### config.mk
export PLATFORM = sky130hd
export DESIGN_NAME = upr_phy_flat
export DESIGN_NICKNAME = d
export VERILOG_FILES = /design/src/upr_pkg.sv /design/src/upr_if.sv /design/src/upr_phy.sv /design/src/flat_wrapper.sv
export VERILOG_INCLUDE_DIRS = /design/src /design/src/src
export SDC_FILE = /design/constraint.sdc
export NUM_CORES = 1
export LEC_CHECK = 0
export BUFFER_PORTS_ARGS = -buffer_cell sky130_fd_sc_hd__buf_2
export CORE_ASPECT_RATIO = 1.1
export CORE_MARGIN = 2
export CORE_UTILIZATION = 49
export DETAILED_ROUTE_END_ITERATION = 10
export PLACE_DENSITY_LB_ADDON = 0.15
export SETUP_SLACK_MARGIN = 0.15
export SLEW_MARGIN = 15
export SYNTH_ARGS = -nofsm -noshare
export SYNTH_HDL_FRONTEND = slang
export SYNTH_SLANG_ARGS = --single-unit
### constraint.sdc
create_clock -name hclk -period 1.6 [get_ports hclk]
set_clock_uncertainty 0.05 [all_clocks]
set_input_delay 0.24 -clock hclk [delete_from_list [all_inputs] [get_ports hclk]]
set_output_delay 0.24 -clock hclk [all_outputs]
set_load 0.01 [all_outputs]
### src/upr_map.svh
// Register addresses, field positions, reset values and bus offsets shared
// by the transceiver end and the link end of the register path.
// Assumes it is included by bare name from files under src/.
`ifndef UPR_MAP_SVH
`define UPR_MAP_SVH

// Immediate register addresses seen over the link.
`define UPR_ADDR_LINE_STATE_DEBUG 8'h15
`define UPR_ADDR_SCRATCH_WR       8'h16
`define UPR_ADDR_SCRATCH_SET      8'h17
`define UPR_ADDR_SCRATCH_CLR      8'h18
`define UPR_ADDR_UNIMPL_LO        8'h19
`define UPR_ADDR_UNIMPL_HI        8'h2E
`define UPR_ADDR_ESCAPE           8'h2F
`define UPR_ADDR_VENDOR_LO        8'h30
`define UPR_ADDR_VENDOR_HI        8'h3F
`define UPR_ADDR_POWER_WR         8'h3D
`define UPR_ADDR_POWER_SET        8'h3E
`define UPR_ADDR_POWER_CLR        8'h3F
`define UPR_ADDR_EXT_ALIAS_TOP    8'h3F

// Field layout and reset values.
`define UPR_LINE_STATE_MASK       8'h03
`define UPR_SCRATCH_RESET         8'h00
`define UPR_POWER_RESET           8'h00
`define UPR_POWER_RSVD_MASK       8'hF2
`define UPR_POWER_BVALID_FALL     3
`define UPR_POWER_BVALID_RISE     2
`define UPR_POWER_PIN_ROLE        0

// Link-end register offsets on the AHB-Lite bus (byte addresses).
`define UPR_AHB_CTRL              8'h00
`define UPR_AHB_STATUS            8'h04
`define UPR_AHB_IRQ_STATUS        8'h08
`define UPR_AHB_IRQ_MASK          8'h0C

// Link-end field positions.
`define UPR_CTRL_START            0
`define UPR_CTRL_WRITE            1
`define UPR_CTRL_EXT              2
`define UPR_IRQ_DONE              0
`define UPR_IRQ_ALT               1

`endif

### src/upr_pkg.sv
// Types shared by both ends of the upper register path.
// Assumes the constants of upr_map.svh are used alongside.
package upr_pkg;

   typedef logic [7:0] upr_byte_t;

   // Link command sequencer, Gray coded.
   typedef enum logic [1:0] {
      UPR_LINK_IDLE = 2'b00,
      UPR_LINK_WAIT = 2'b01
   } upr_link_e;

   typedef struct packed {
      upr_byte_t  scratch;
      upr_byte_t  power;
      logic       ack;
      upr_byte_t  rdata;
      logic       rx_valid;
      logic [1:0] rx_ls;
      logic [2:0] bv_sync;
      logic       bv_stable;
      logic [2:0] rst_sync;
      logic       rst_stable;
      logic [1:0] ls_s1;
      logic [1:0] ls_s2;
      logic [1:0] ls_s3;
      logic [1:0] ls_stable;
      logic       reset_n;
      logic       active_low_power_switch_output;
   } upr_phy_s;

   typedef struct packed {
      upr_link_e   fsm;
      logic        req;
      logic        we;
      logic        ext;
      upr_byte_t   addr;
      upr_byte_t   wdata;
      upr_byte_t   rdata;
      logic [1:0]  ls;
      logic [1:0]  irq_sts;
      logic [1:0]  irq_mask;
      logic        dph_wr;
      logic [7:0]  dph_addr;
      logic [31:0] hrdata;
   } upr_link_s;

endpackage

### src/upr_if.sv
// Register access and receive-command path between the link and the
// transceiver. Both ends run on the same clock.
`timescale 1ns/1ps
`default_nettype none
interface upr_if;
   logic       req;
   logic       we;
   logic       ext;
   logic [7:0] addr;
   logic [7:0] wdata;
   logic       ack;
   logic [7:0] rdata;
   logic       rx_valid;
   logic       alternate_interrupt_flag;
   logic [1:0] rx_line_state;

   modport link (
      output req, we, ext, addr, wdata,
      input  ack, rdata, rx_valid, alternate_interrupt_flag, rx_line_state
   );
   modport phy (
      input  req, we, ext, addr, wdata,
      output ack, rdata, rx_valid, alternate_interrupt_flag, rx_line_state
   );
endinterface
`default_nettype wire

### src/upr_phy.sv
// Transceiver end: debug, scratch and power-control registers with the
// immediate, escape and extended address decode, receive commands on
// session-valid edges and the shared reset / power-switch pin.
// Assumes the link holds req with stable fields until it sees ack.
//
// The AHB-Lite slave port was decided locally.
`timescale 1ns/1ps
`default_nettype none
`include "upr_map.svh"

module upr_phy (
   // Clock and reset.
   input  wire logic       hclk,
   input  wire logic       hresetn,
   // Link side.
   upr_if.phy              bus,
   // Analogue front-end status, asynchronous to hclk.
   input  wire logic [1:0] line_state,
   input  wire logic       bvalid,
   // Request from the power manager to switch the bus supply on.
   input  wire logic       power_on,
   // Shared reset / power-switch pin.
   input  wire logic       shared_pin_in,
   output logic            shared_pin_out,
   output logic            shared_pin_oe,
   // Reset request seen on the shared pin, active low.
   output logic            pin_reset_n
);
   import upr_pkg::*;

   upr_phy_s q;
   upr_phy_s d;

   logic [7:0] eff_addr;
   logic       addr_ok;

   // Applies a write, set or clear at one of a register's three addresses.
   function automatic upr_byte_t apply_op(
      input upr_byte_t  old,
      input upr_byte_t  data,
      input logic [7:0] addr,
      input logic [7:0] base
   );
      upr_byte_t res;
      res = old;
      if (addr == base) begin
         res = data;
      end else if (addr == base + 8'h01) begin
         res = old | data;
      end else if (addr == base + 8'h02) begin
         res = old & ~data;
      end
      return res;
   endfunction

   // True for any address of a three-address register group.
   function automatic logic in_group(
      input logic [7:0] addr,
      input logic [7:0] base
   );
      return (addr >= base) && (addr <= base + 8'h02);
   endfunction

   // True for the maker-specific block at the top of the immediate map.
   function automatic logic in_vendor(
      input logic [7:0] addr
   );
      return (addr >= `UPR_ADDR_VENDOR_LO) && (addr <= `UPR_ADDR_VENDOR_HI);
   endfunction

   always_comb begin
      // Extended accesses reach the same immediate registers; anything
      // above the alias range has no target and reads as zero.
      eff_addr = bus.addr;
      addr_ok  = 1'b1;
      if (bus.ext && (bus.addr > `UPR_ADDR_EXT_ALIAS_TOP)) begin
         addr_ok = 1'b0;
      end
      // The escape address carries no register of its own.
      if (!bus.ext && (bus.addr == `UPR_ADDR_ESCAPE)) begin
         addr_ok = 1'b0;
      end
      // The unimplemented block is refused here rather than left to fall
      // through the decode, so a register added to the map later cannot
      // pick up accesses that must stay without effect.
      if (eff_addr >= `UPR_ADDR_UNIMPL_LO &&
          eff_addr <= `UPR_ADDR_UNIMPL_HI) begin
         addr_ok = 1'b0;
      end
   end

   always_comb begin
      d = q;
      d.rx_valid = 1'b0;

      // Three-stage synchronisers; a new level counts once stages two and
      // three agree, so a single metastable sample is never acted on.
      d.ls_s1 = line_state;
      d.ls_s2 = q.ls_s1;
      d.ls_s3 = q.ls_s2;
      if (q.ls_s2 == q.ls_s3) begin
         d.ls_stable = q.ls_s3;
      end
      d.bv_sync = {q.bv_sync[1:0], bvalid};
      d.rst_sync = {q.rst_sync[1:0], shared_pin_in};
      if (q.rst_sync[1] == q.rst_sync[2]) begin
         d.rst_stable = q.rst_sync[2];
      end

      // Session-valid edges raise an alternate receive command.
      if (q.bv_sync[1] == q.bv_sync[2]) begin
         d.bv_stable = q.bv_sync[2];
         if (q.bv_stable && !q.bv_sync[2] &&
             q.power[`UPR_POWER_BVALID_FALL]) begin
            d.rx_valid = 1'b1;
         end
         if (!q.bv_stable && q.bv_sync[2] &&
             q.power[`UPR_POWER_BVALID_RISE]) begin
            d.rx_valid = 1'b1;
         end
      end
      if (d.rx_valid) begin
         d.rx_ls = q.ls_stable;
      end

      // One acknowledge per request; the access acts on the cycle it is
      // taken, and read data reflect the registers before that access.
      d.ack = bus.req && !q.ack;
      if (d.ack) begin
         d.rdata = 8'h00;
         if (addr_ok) begin
            if (eff_addr == `UPR_ADDR_LINE_STATE_DEBUG) begin
               // Reads the synchronised level, a few cycles behind the pins.
               d.rdata = {6'h00, q.ls_stable};
            end else if (in_group(eff_addr, `UPR_ADDR_SCRATCH_WR)) begin
               d.rdata = q.scratch;
            end else if (in_vendor(eff_addr)) begin
               // Vendor region: only the power-control group is backed.
               if (in_group(eff_addr, `UPR_ADDR_POWER_WR)) begin
                  d.rdata = q.power;
               end
            end
         end
         // Debug is read-only and the unimplemented range is refused by
         // addr_ok, so neither update below changes any state.
         if (bus.we && addr_ok) begin
            if (in_group(eff_addr, `UPR_ADDR_SCRATCH_WR)) begin
               d.scratch = apply_op(q.scratch, bus.wdata, eff_addr,
                                    `UPR_ADDR_SCRATCH_WR);
            end
            if (in_group(eff_addr, `UPR_ADDR_POWER_WR)) begin
               d.power = apply_op(q.power, bus.wdata, eff_addr,
                                  `UPR_ADDR_POWER_WR);
            end
         end
      end

      // Bit 0 hands the shared pin over to the power-switch function;
      // while it does, a low level on the pin is not taken as a reset.
      d.reset_n = q.rst_stable || q.power[`UPR_POWER_PIN_ROLE];
      d.active_low_power_switch_output   = ~power_on;
   end

   // The pin synchroniser resets to the pin's idle high level, so the
   // release of reset never looks like a reset request on the shared pin.
   always_ff @(posedge hclk or negedge hresetn) begin
      if (!hresetn) begin
         q            <= '0;
         q.scratch    <= `UPR_SCRATCH_RESET;
         q.power      <= `UPR_POWER_RESET;
         q.rst_sync   <= 3'h7;
         q.rst_stable <= 1'b1;
         q.reset_n    <= 1'b1;
         q.active_low_power_switch_output      <= 1'b1;
      end else begin
         q <= d;
      end
   end

   // The scratch byte feeds nothing but the read path.
   assign bus.ack                      = q.ack;
   assign bus.rdata                    = q.rdata;
   assign bus.rx_valid                 = q.rx_valid;
   // Only alternate commands are ever sent, so the flag is the strobe.
   assign bus.alternate_interrupt_flag = q.rx_valid;
   assign bus.rx_line_state            = q.rx_ls;

   // The pin drives only in power-switch role; otherwise it is an input.
   assign shared_pin_oe  = q.power[`UPR_POWER_PIN_ROLE];
   assign shared_pin_out = q.active_low_power_switch_output;
   assign pin_reset_n    = q.reset_n;

endmodule
`default_nettype wire

### src/flat_wrapper.sv
// flat-port wrapper written by rule: the top's interface ports become plain ports
module upr_phy_flat import upr_pkg::*;
  (hclk, hresetn, line_state, bvalid, power_on, shared_pin_in, shared_pin_out, shared_pin_oe, pin_reset_n, bus_req, bus_we, bus_ext, bus_addr, bus_wdata, bus_ack, bus_rdata, bus_rx_valid, bus_alternate_interrupt_flag, bus_rx_line_state);
  upr_if bus_i ();
  input  wire logic hclk;
  input  wire logic hresetn;
  input  wire logic [1:0] line_state;
  input  wire logic bvalid;
  input  wire logic power_on;
  input  wire logic shared_pin_in;
  output logic shared_pin_out;
  output logic shared_pin_oe;
  output logic pin_reset_n;
  input wire logic [$bits(bus_i.req)-1:0] bus_req;
  input wire logic [$bits(bus_i.we)-1:0] bus_we;
  input wire logic [$bits(bus_i.ext)-1:0] bus_ext;
  input wire logic [$bits(bus_i.addr)-1:0] bus_addr;
  input wire logic [$bits(bus_i.wdata)-1:0] bus_wdata;
  output wire logic [$bits(bus_i.ack)-1:0] bus_ack;
  output wire logic [$bits(bus_i.rdata)-1:0] bus_rdata;
  output wire logic [$bits(bus_i.rx_valid)-1:0] bus_rx_valid;
  output wire logic [$bits(bus_i.alternate_interrupt_flag)-1:0] bus_alternate_interrupt_flag;
  output wire logic [$bits(bus_i.rx_line_state)-1:0] bus_rx_line_state;
  assign bus_i.req = bus_req;
  assign bus_i.we = bus_we;
  assign bus_i.ext = bus_ext;
  assign bus_i.addr = bus_addr;
  assign bus_i.wdata = bus_wdata;
  assign bus_ack = bus_i.ack;
  assign bus_rdata = bus_i.rdata;
  assign bus_rx_valid = bus_i.rx_valid;
  assign bus_alternate_interrupt_flag = bus_i.alternate_interrupt_flag;
  assign bus_rx_line_state = bus_i.rx_line_state;
  upr_phy u_core (.hclk(hclk), .hresetn(hresetn), .bus(bus_i), .line_state(line_state), .bvalid(bvalid), .power_on(power_on), .shared_pin_in(shared_pin_in), .shared_pin_out(shared_pin_out), .shared_pin_oe(shared_pin_oe), .pin_reset_n(pin_reset_n));
endmodule
## Word level (Yosys, flattened, before mapping)

Cells that the tools add are included.

- Flip-flop bits (word level): 46
- Input port bits: 26
- Logic and storage cells: 79

- Order comparisons: 8
- Eq/ne operators: 11
- Muxes and demuxes: 17
- Bitwise logic cells: 6
- Reductions and logical operators: 21

Operator list:

| cell | number |
|---|---|
| $mux W8 | 11 |
| $eq A8 B5 Y1 const B | 4 |
| $eq A8 B6 Y1 const B | 4 |
| $and A8 B8 Y8 | 2 |
| $ge A8 B5 Y1 const B | 2 |
| $ge A8 B6 Y1 const B | 2 |
| $le A8 B6 Y1 const B | 2 |
| $or A8 B8 Y8 | 2 |
| $logic_and A1 B1 Y1 | 12 |
| $gt A8 B6 Y1 const B | 1 |
| $le A8 B5 Y1 const B | 1 |
| $not A8 Y8 | 1 |
| $reduce_and A4 Y1 | 2 |
| $mux W1 | 6 |
| $reduce_bool A3 Y1 | 2 |
| $logic_not A1 Y1 | 4 |
| $eq A1 B1 Y1 | 2 |
| $eq A2 B2 Y1 | 1 |
| $logic_or A1 B1 Y1 | 1 |
| $not A1 Y1 | 1 |

## Longest topological paths before layout

- Depth after elaboration: 7
- Mapped depth: 9
- Mapped depth without buffers: 6

## Worst setup path after synthesis

OpenSTA, ideal clock, no wires.

- Path kind: register -> register
- Start point: register u_core.q, in the netlist u_core.bus.ack
- End point: register with a tool-made name
- Arrival: 1.547 ns
- Required time: 1.424 ns
- Path slack: -0.123 ns
- Stages on the path, launching flop included: 9
- Path buffers: 2
- Clock period less this slack: 1.723 ns
- Cells stage by stage: dfrtp_1 -> nand2b_1 -> buf_4 -> inv_2 -> and3_1 -> nand4_2 -> buf_2 -> o32ai_1 -> nor2_1

RTL lines:

| item | line | RTL |
|---|---|---|
| from (decl) | upr_phy.sv:31 | `upr_phy_s q;` |

==> impl_metrics.json <==
{
  "finalSetupViolations": 0,
  "worst-endpoint-required_ns": 1.79,
  "layout-drive-gt1-share": 0.415,
  "max_freq_ghz": 0.650,
  "num_antenna_cells": 0,
  "grt-ovfl-total": 0,
  "cellInternalPower_uw": 1820,
  "mostFrequentLayoutCell": "buf_2",
  "layout_common_cells": "41 x buf_2, 40 x dfrtp_1, 27 x nand3_1, 25 x buf_4, 14 x nor2_1",
  "r2r_start": "u_core.bus.ack$_DFF_PN0_",
  "clkSinkCount": 46,
  "yosysWarnings": 0,
  "worstHoldPathCells": 3,
  "yosysUniqueCellTypes": 40,
  "power_frac_clock": 0.356,
  "hpwl_um": 3390,
  "final_nets": 290,
  "gp_congestion": 0.829,
  "worst_setup_hold_path_clk_slew_ns": 0.09,
  "cts_buffers": 5,
  "place_inst": 297,
  "crit_path_max_incr_delay_ns": 0.36,
  "sequential_cell_fraction_of_total_power": 0.525,
  "final-instance-count-excl-fill": 319,
  "max-cap-violations": 0,
  "worst-path-max-fanout": 8,
  "cellPowerDensity_mw_per_mm2": 827,
  "grt_util_all_layers": 0.238,
  "worst_skew_pair.late_latency_ns": 0.30,
  "netSwitchingPower_uw": 571,
  "critical-path-top-delay-family": "simple AND/OR/NAND/NOR gates",
  "p_leak_uw": 0.00136,
  "die_h_um": 73.9,
  "rsz0062_at_grt": "yes",
  "slew_headroom": 0.748,
  "p_sw_frac": 0.239,
  "number_of_ports_placed_on_the_die_boundary": 42,
  "first_pass_grt_wire_length_um": 8630,
  "post_synth_instance_area_mm2": 0.00217,
  "critPathLaunch": "u_core.bus.ack$_DFF_PN0_",
  "synth_largest_type_area_fraction": 0.461,
  "result_of_the_run": "finished, final reports clean",
  "viasPerCell": 5.79,
  "path_cells": "nand2b_4, inv_2, and3_4, and3b_1, buf_6, or3b_1, nand3_1",
  "worstMarginPinSlew_ns": 0.375,
  "hold_viol_final": 0,
  "drt_first_iter_violations": 112,
  "io_buffer_count": 41,
  "vias": 1846,
  "floorplan.core_area_mm2": 0.00429,
  "worst_r2r_path_depth": 7,
  "timing.critical_path.to_type": "flop",
  "timing.hold.worst.start": "bus_wdata[4]",
  "yosys.area.top_type": "dfrtp_1",
  "timing_worst_setup_path_type": "reg2reg",
  "floorplan.initialDensity": 0.507,
  "syn-num-nets": 228,
  "cts_root_buffer": "clkbuf_8",
  "cts_tree": "yes",
  "drt.antenna.violating_nets": 0,
  "fp-row-count": 25,
  "final_util": 0.674,
  "combPwrFrac": 0.119,
  "floorplan.die_area_mm2": 0.00498,
  "syn-mean-instance-area_um2": 10.8,
  "num-fill-cells": 366,
  "ys_seq_elements": 46,
  "cts_max_level": 2,
  "number_of_antenna_violations_at_the_first_check_in_global_routing": 0,
  "max-vdd-ir-drop_mv": 0.519,
  "clockBufferDepth": 2,
  "die_width_um": 67.5,
  "largest_net_degree_at_the_start_of_global_routing": 15,
  "first_global_vias": 1829,
  "synth_seq_area_share": 0.533,
  "cp.buffers_inverters": 2,
  "avgRoutedWirePerCell_um": 16.6,
  "hp-class": "in2reg",
  "area_delta_synth_final_pct": 32.9,
  "worst_endpoint_data_arrival_time_ns": 1.73,
  "detail_route.first_pass.iterations": 5,
  "gate_count_post_synth": 202,
  "final.setup.tns_ns": 0,
  "setup.worst_path.start_class": "flop",
  "final.min_clock_period_ns": 1.54,
  "r2r_setup_slack_ns": 0.06,
  "drt_wirelength_um": 5310,
  "drc": 0,
  "slew_viol_final": 0,
  "netlist_top_cells_area": "dfrtp_1 46%, dfstp_2 7.3%, nand3_1 6.2%",
  "worst_path_max_delay_cell": "or3b_1",
  "min_period_over_period": 0.962
}
per-layer routing:
metal | wire length (um) | track usage | vias up
met5 | 0 | 0 | -
met4 | 141 | 0.0998 | 0
met3 | 282 | 0.0567 | 14
met2 | 2620 | 0.383 | 45
met1 | 2270 | 0.304 | 925
li1 | - | - | 862
cell usage after synthesis, drive strengths merged:
cell type / instances
a22oi: 1
nand3b: 1
o21ai: 1
nor2: 14
or3b: 8
buf: 20
nand2: 12
nand2b: 3
clkbuf: 1
o22ai: 8
a31oi: 1
o211ai: 1
dfrtp: 40
maj3: 2
o2111ai: 1
dfstp: 6
and3b: 2
xnor2: 2
mux2: 2
nor3: 1
nor3b: 1
nor2b: 3
a21oi: 8
o31ai: 2
nand4: 2
o32ai: 8
and4b: 1
or2: 1
inv: 4
a22o: 12
and3: 3
nand3: 27
nor4b: 1
nand4b: 1
and2: 1
logic make-up (layout without fill, tap and decap cells):
group / Yosys count / in the layout / share of synthesized area
xor+xnor: 2 / 2 / 0.00806
flops: 46 / 46 / 0.533
compound gates: 43 / 43 / 0.145
buf+inv: 25 / 87 / 0.0743
simple gates: 82 / 83 / 0.220
fa+ha+maj: 2 / 2 / 0.00921
mux: 2 / 2 / 0.0104
worst min-delay path: stages:
cell and delay (ns):
buf_2 0.14, nand3_1 0.07, nand3_1 0.07
final cells by class:
type                            instances  area, um2  area share
Sequential cell                        46       1160       0.401
Multi-Input combinational cell        132       1040       0.360
Timing Repair Buffer                   75        495       0.172
Clock buffer                            6       72.6      0.0251
Tap cell                               54       67.6      0.0234
Clock inverter                          2       37.5      0.0130
Inverter                                4       15.0     0.00520
repair_timing:
action                                  CTS  global route
endpoints found under the hold margin    13             0
hold buffers                              6             0
gates cloned                              1             0
resized for setup                         6            15
setup buffers                             4             3
endpoints found under the setup margin   16            26
pin swaps                                 8             8
through the flow:
stage | total power (uW) | instance area (um2) | worst slack (ns) | hold WS [ns]
global route | 2500 | 2890 | 0.00915 | 0.211
floorplan | 1370 | 2240 | -0.00253 | -0.106
finish | 2390 | 2890 | 0.0611 | 0.212
global placement | 1490 | 2500 | -0.0433 | 0.0658
CTS | 2380 | 2770 | 0.0721 | 0.194
detailed placement | 1500 | 2500 | -0.0510 | 0.0670
how the worst max path moves through the flow:
stage,endpoint,slack [ns],depth (start not counted)
floorplan,flop,-0.003,8
global placement,u_core.bus.rdata[0]$_DFFE_PN0P_,-0.04,8
detailed placement,u_core.bus.rdata[2]$_DFFE_PN0P_,-0.05,6
CTS,flop,0.07,6
global route,flop,0.009,7
finish,flop,0.06,7
power by group through the flow:
| stage | logic (uW) | clock network (uW) | registers [uW] |
|---|---|---|---|
| floorplan | 104 | 0 | 1270 |
| global placement | 222 | 0 | 1270 |
| detailed placement | 229 | 0 | 1270 |
| CTS | 261 | 868 | 1250 |
| global route | 315 | 920 | 1260 |
| finish | 284 | 850 | 1250 |
Note: power is estimated with default switching activity, not from simulation.
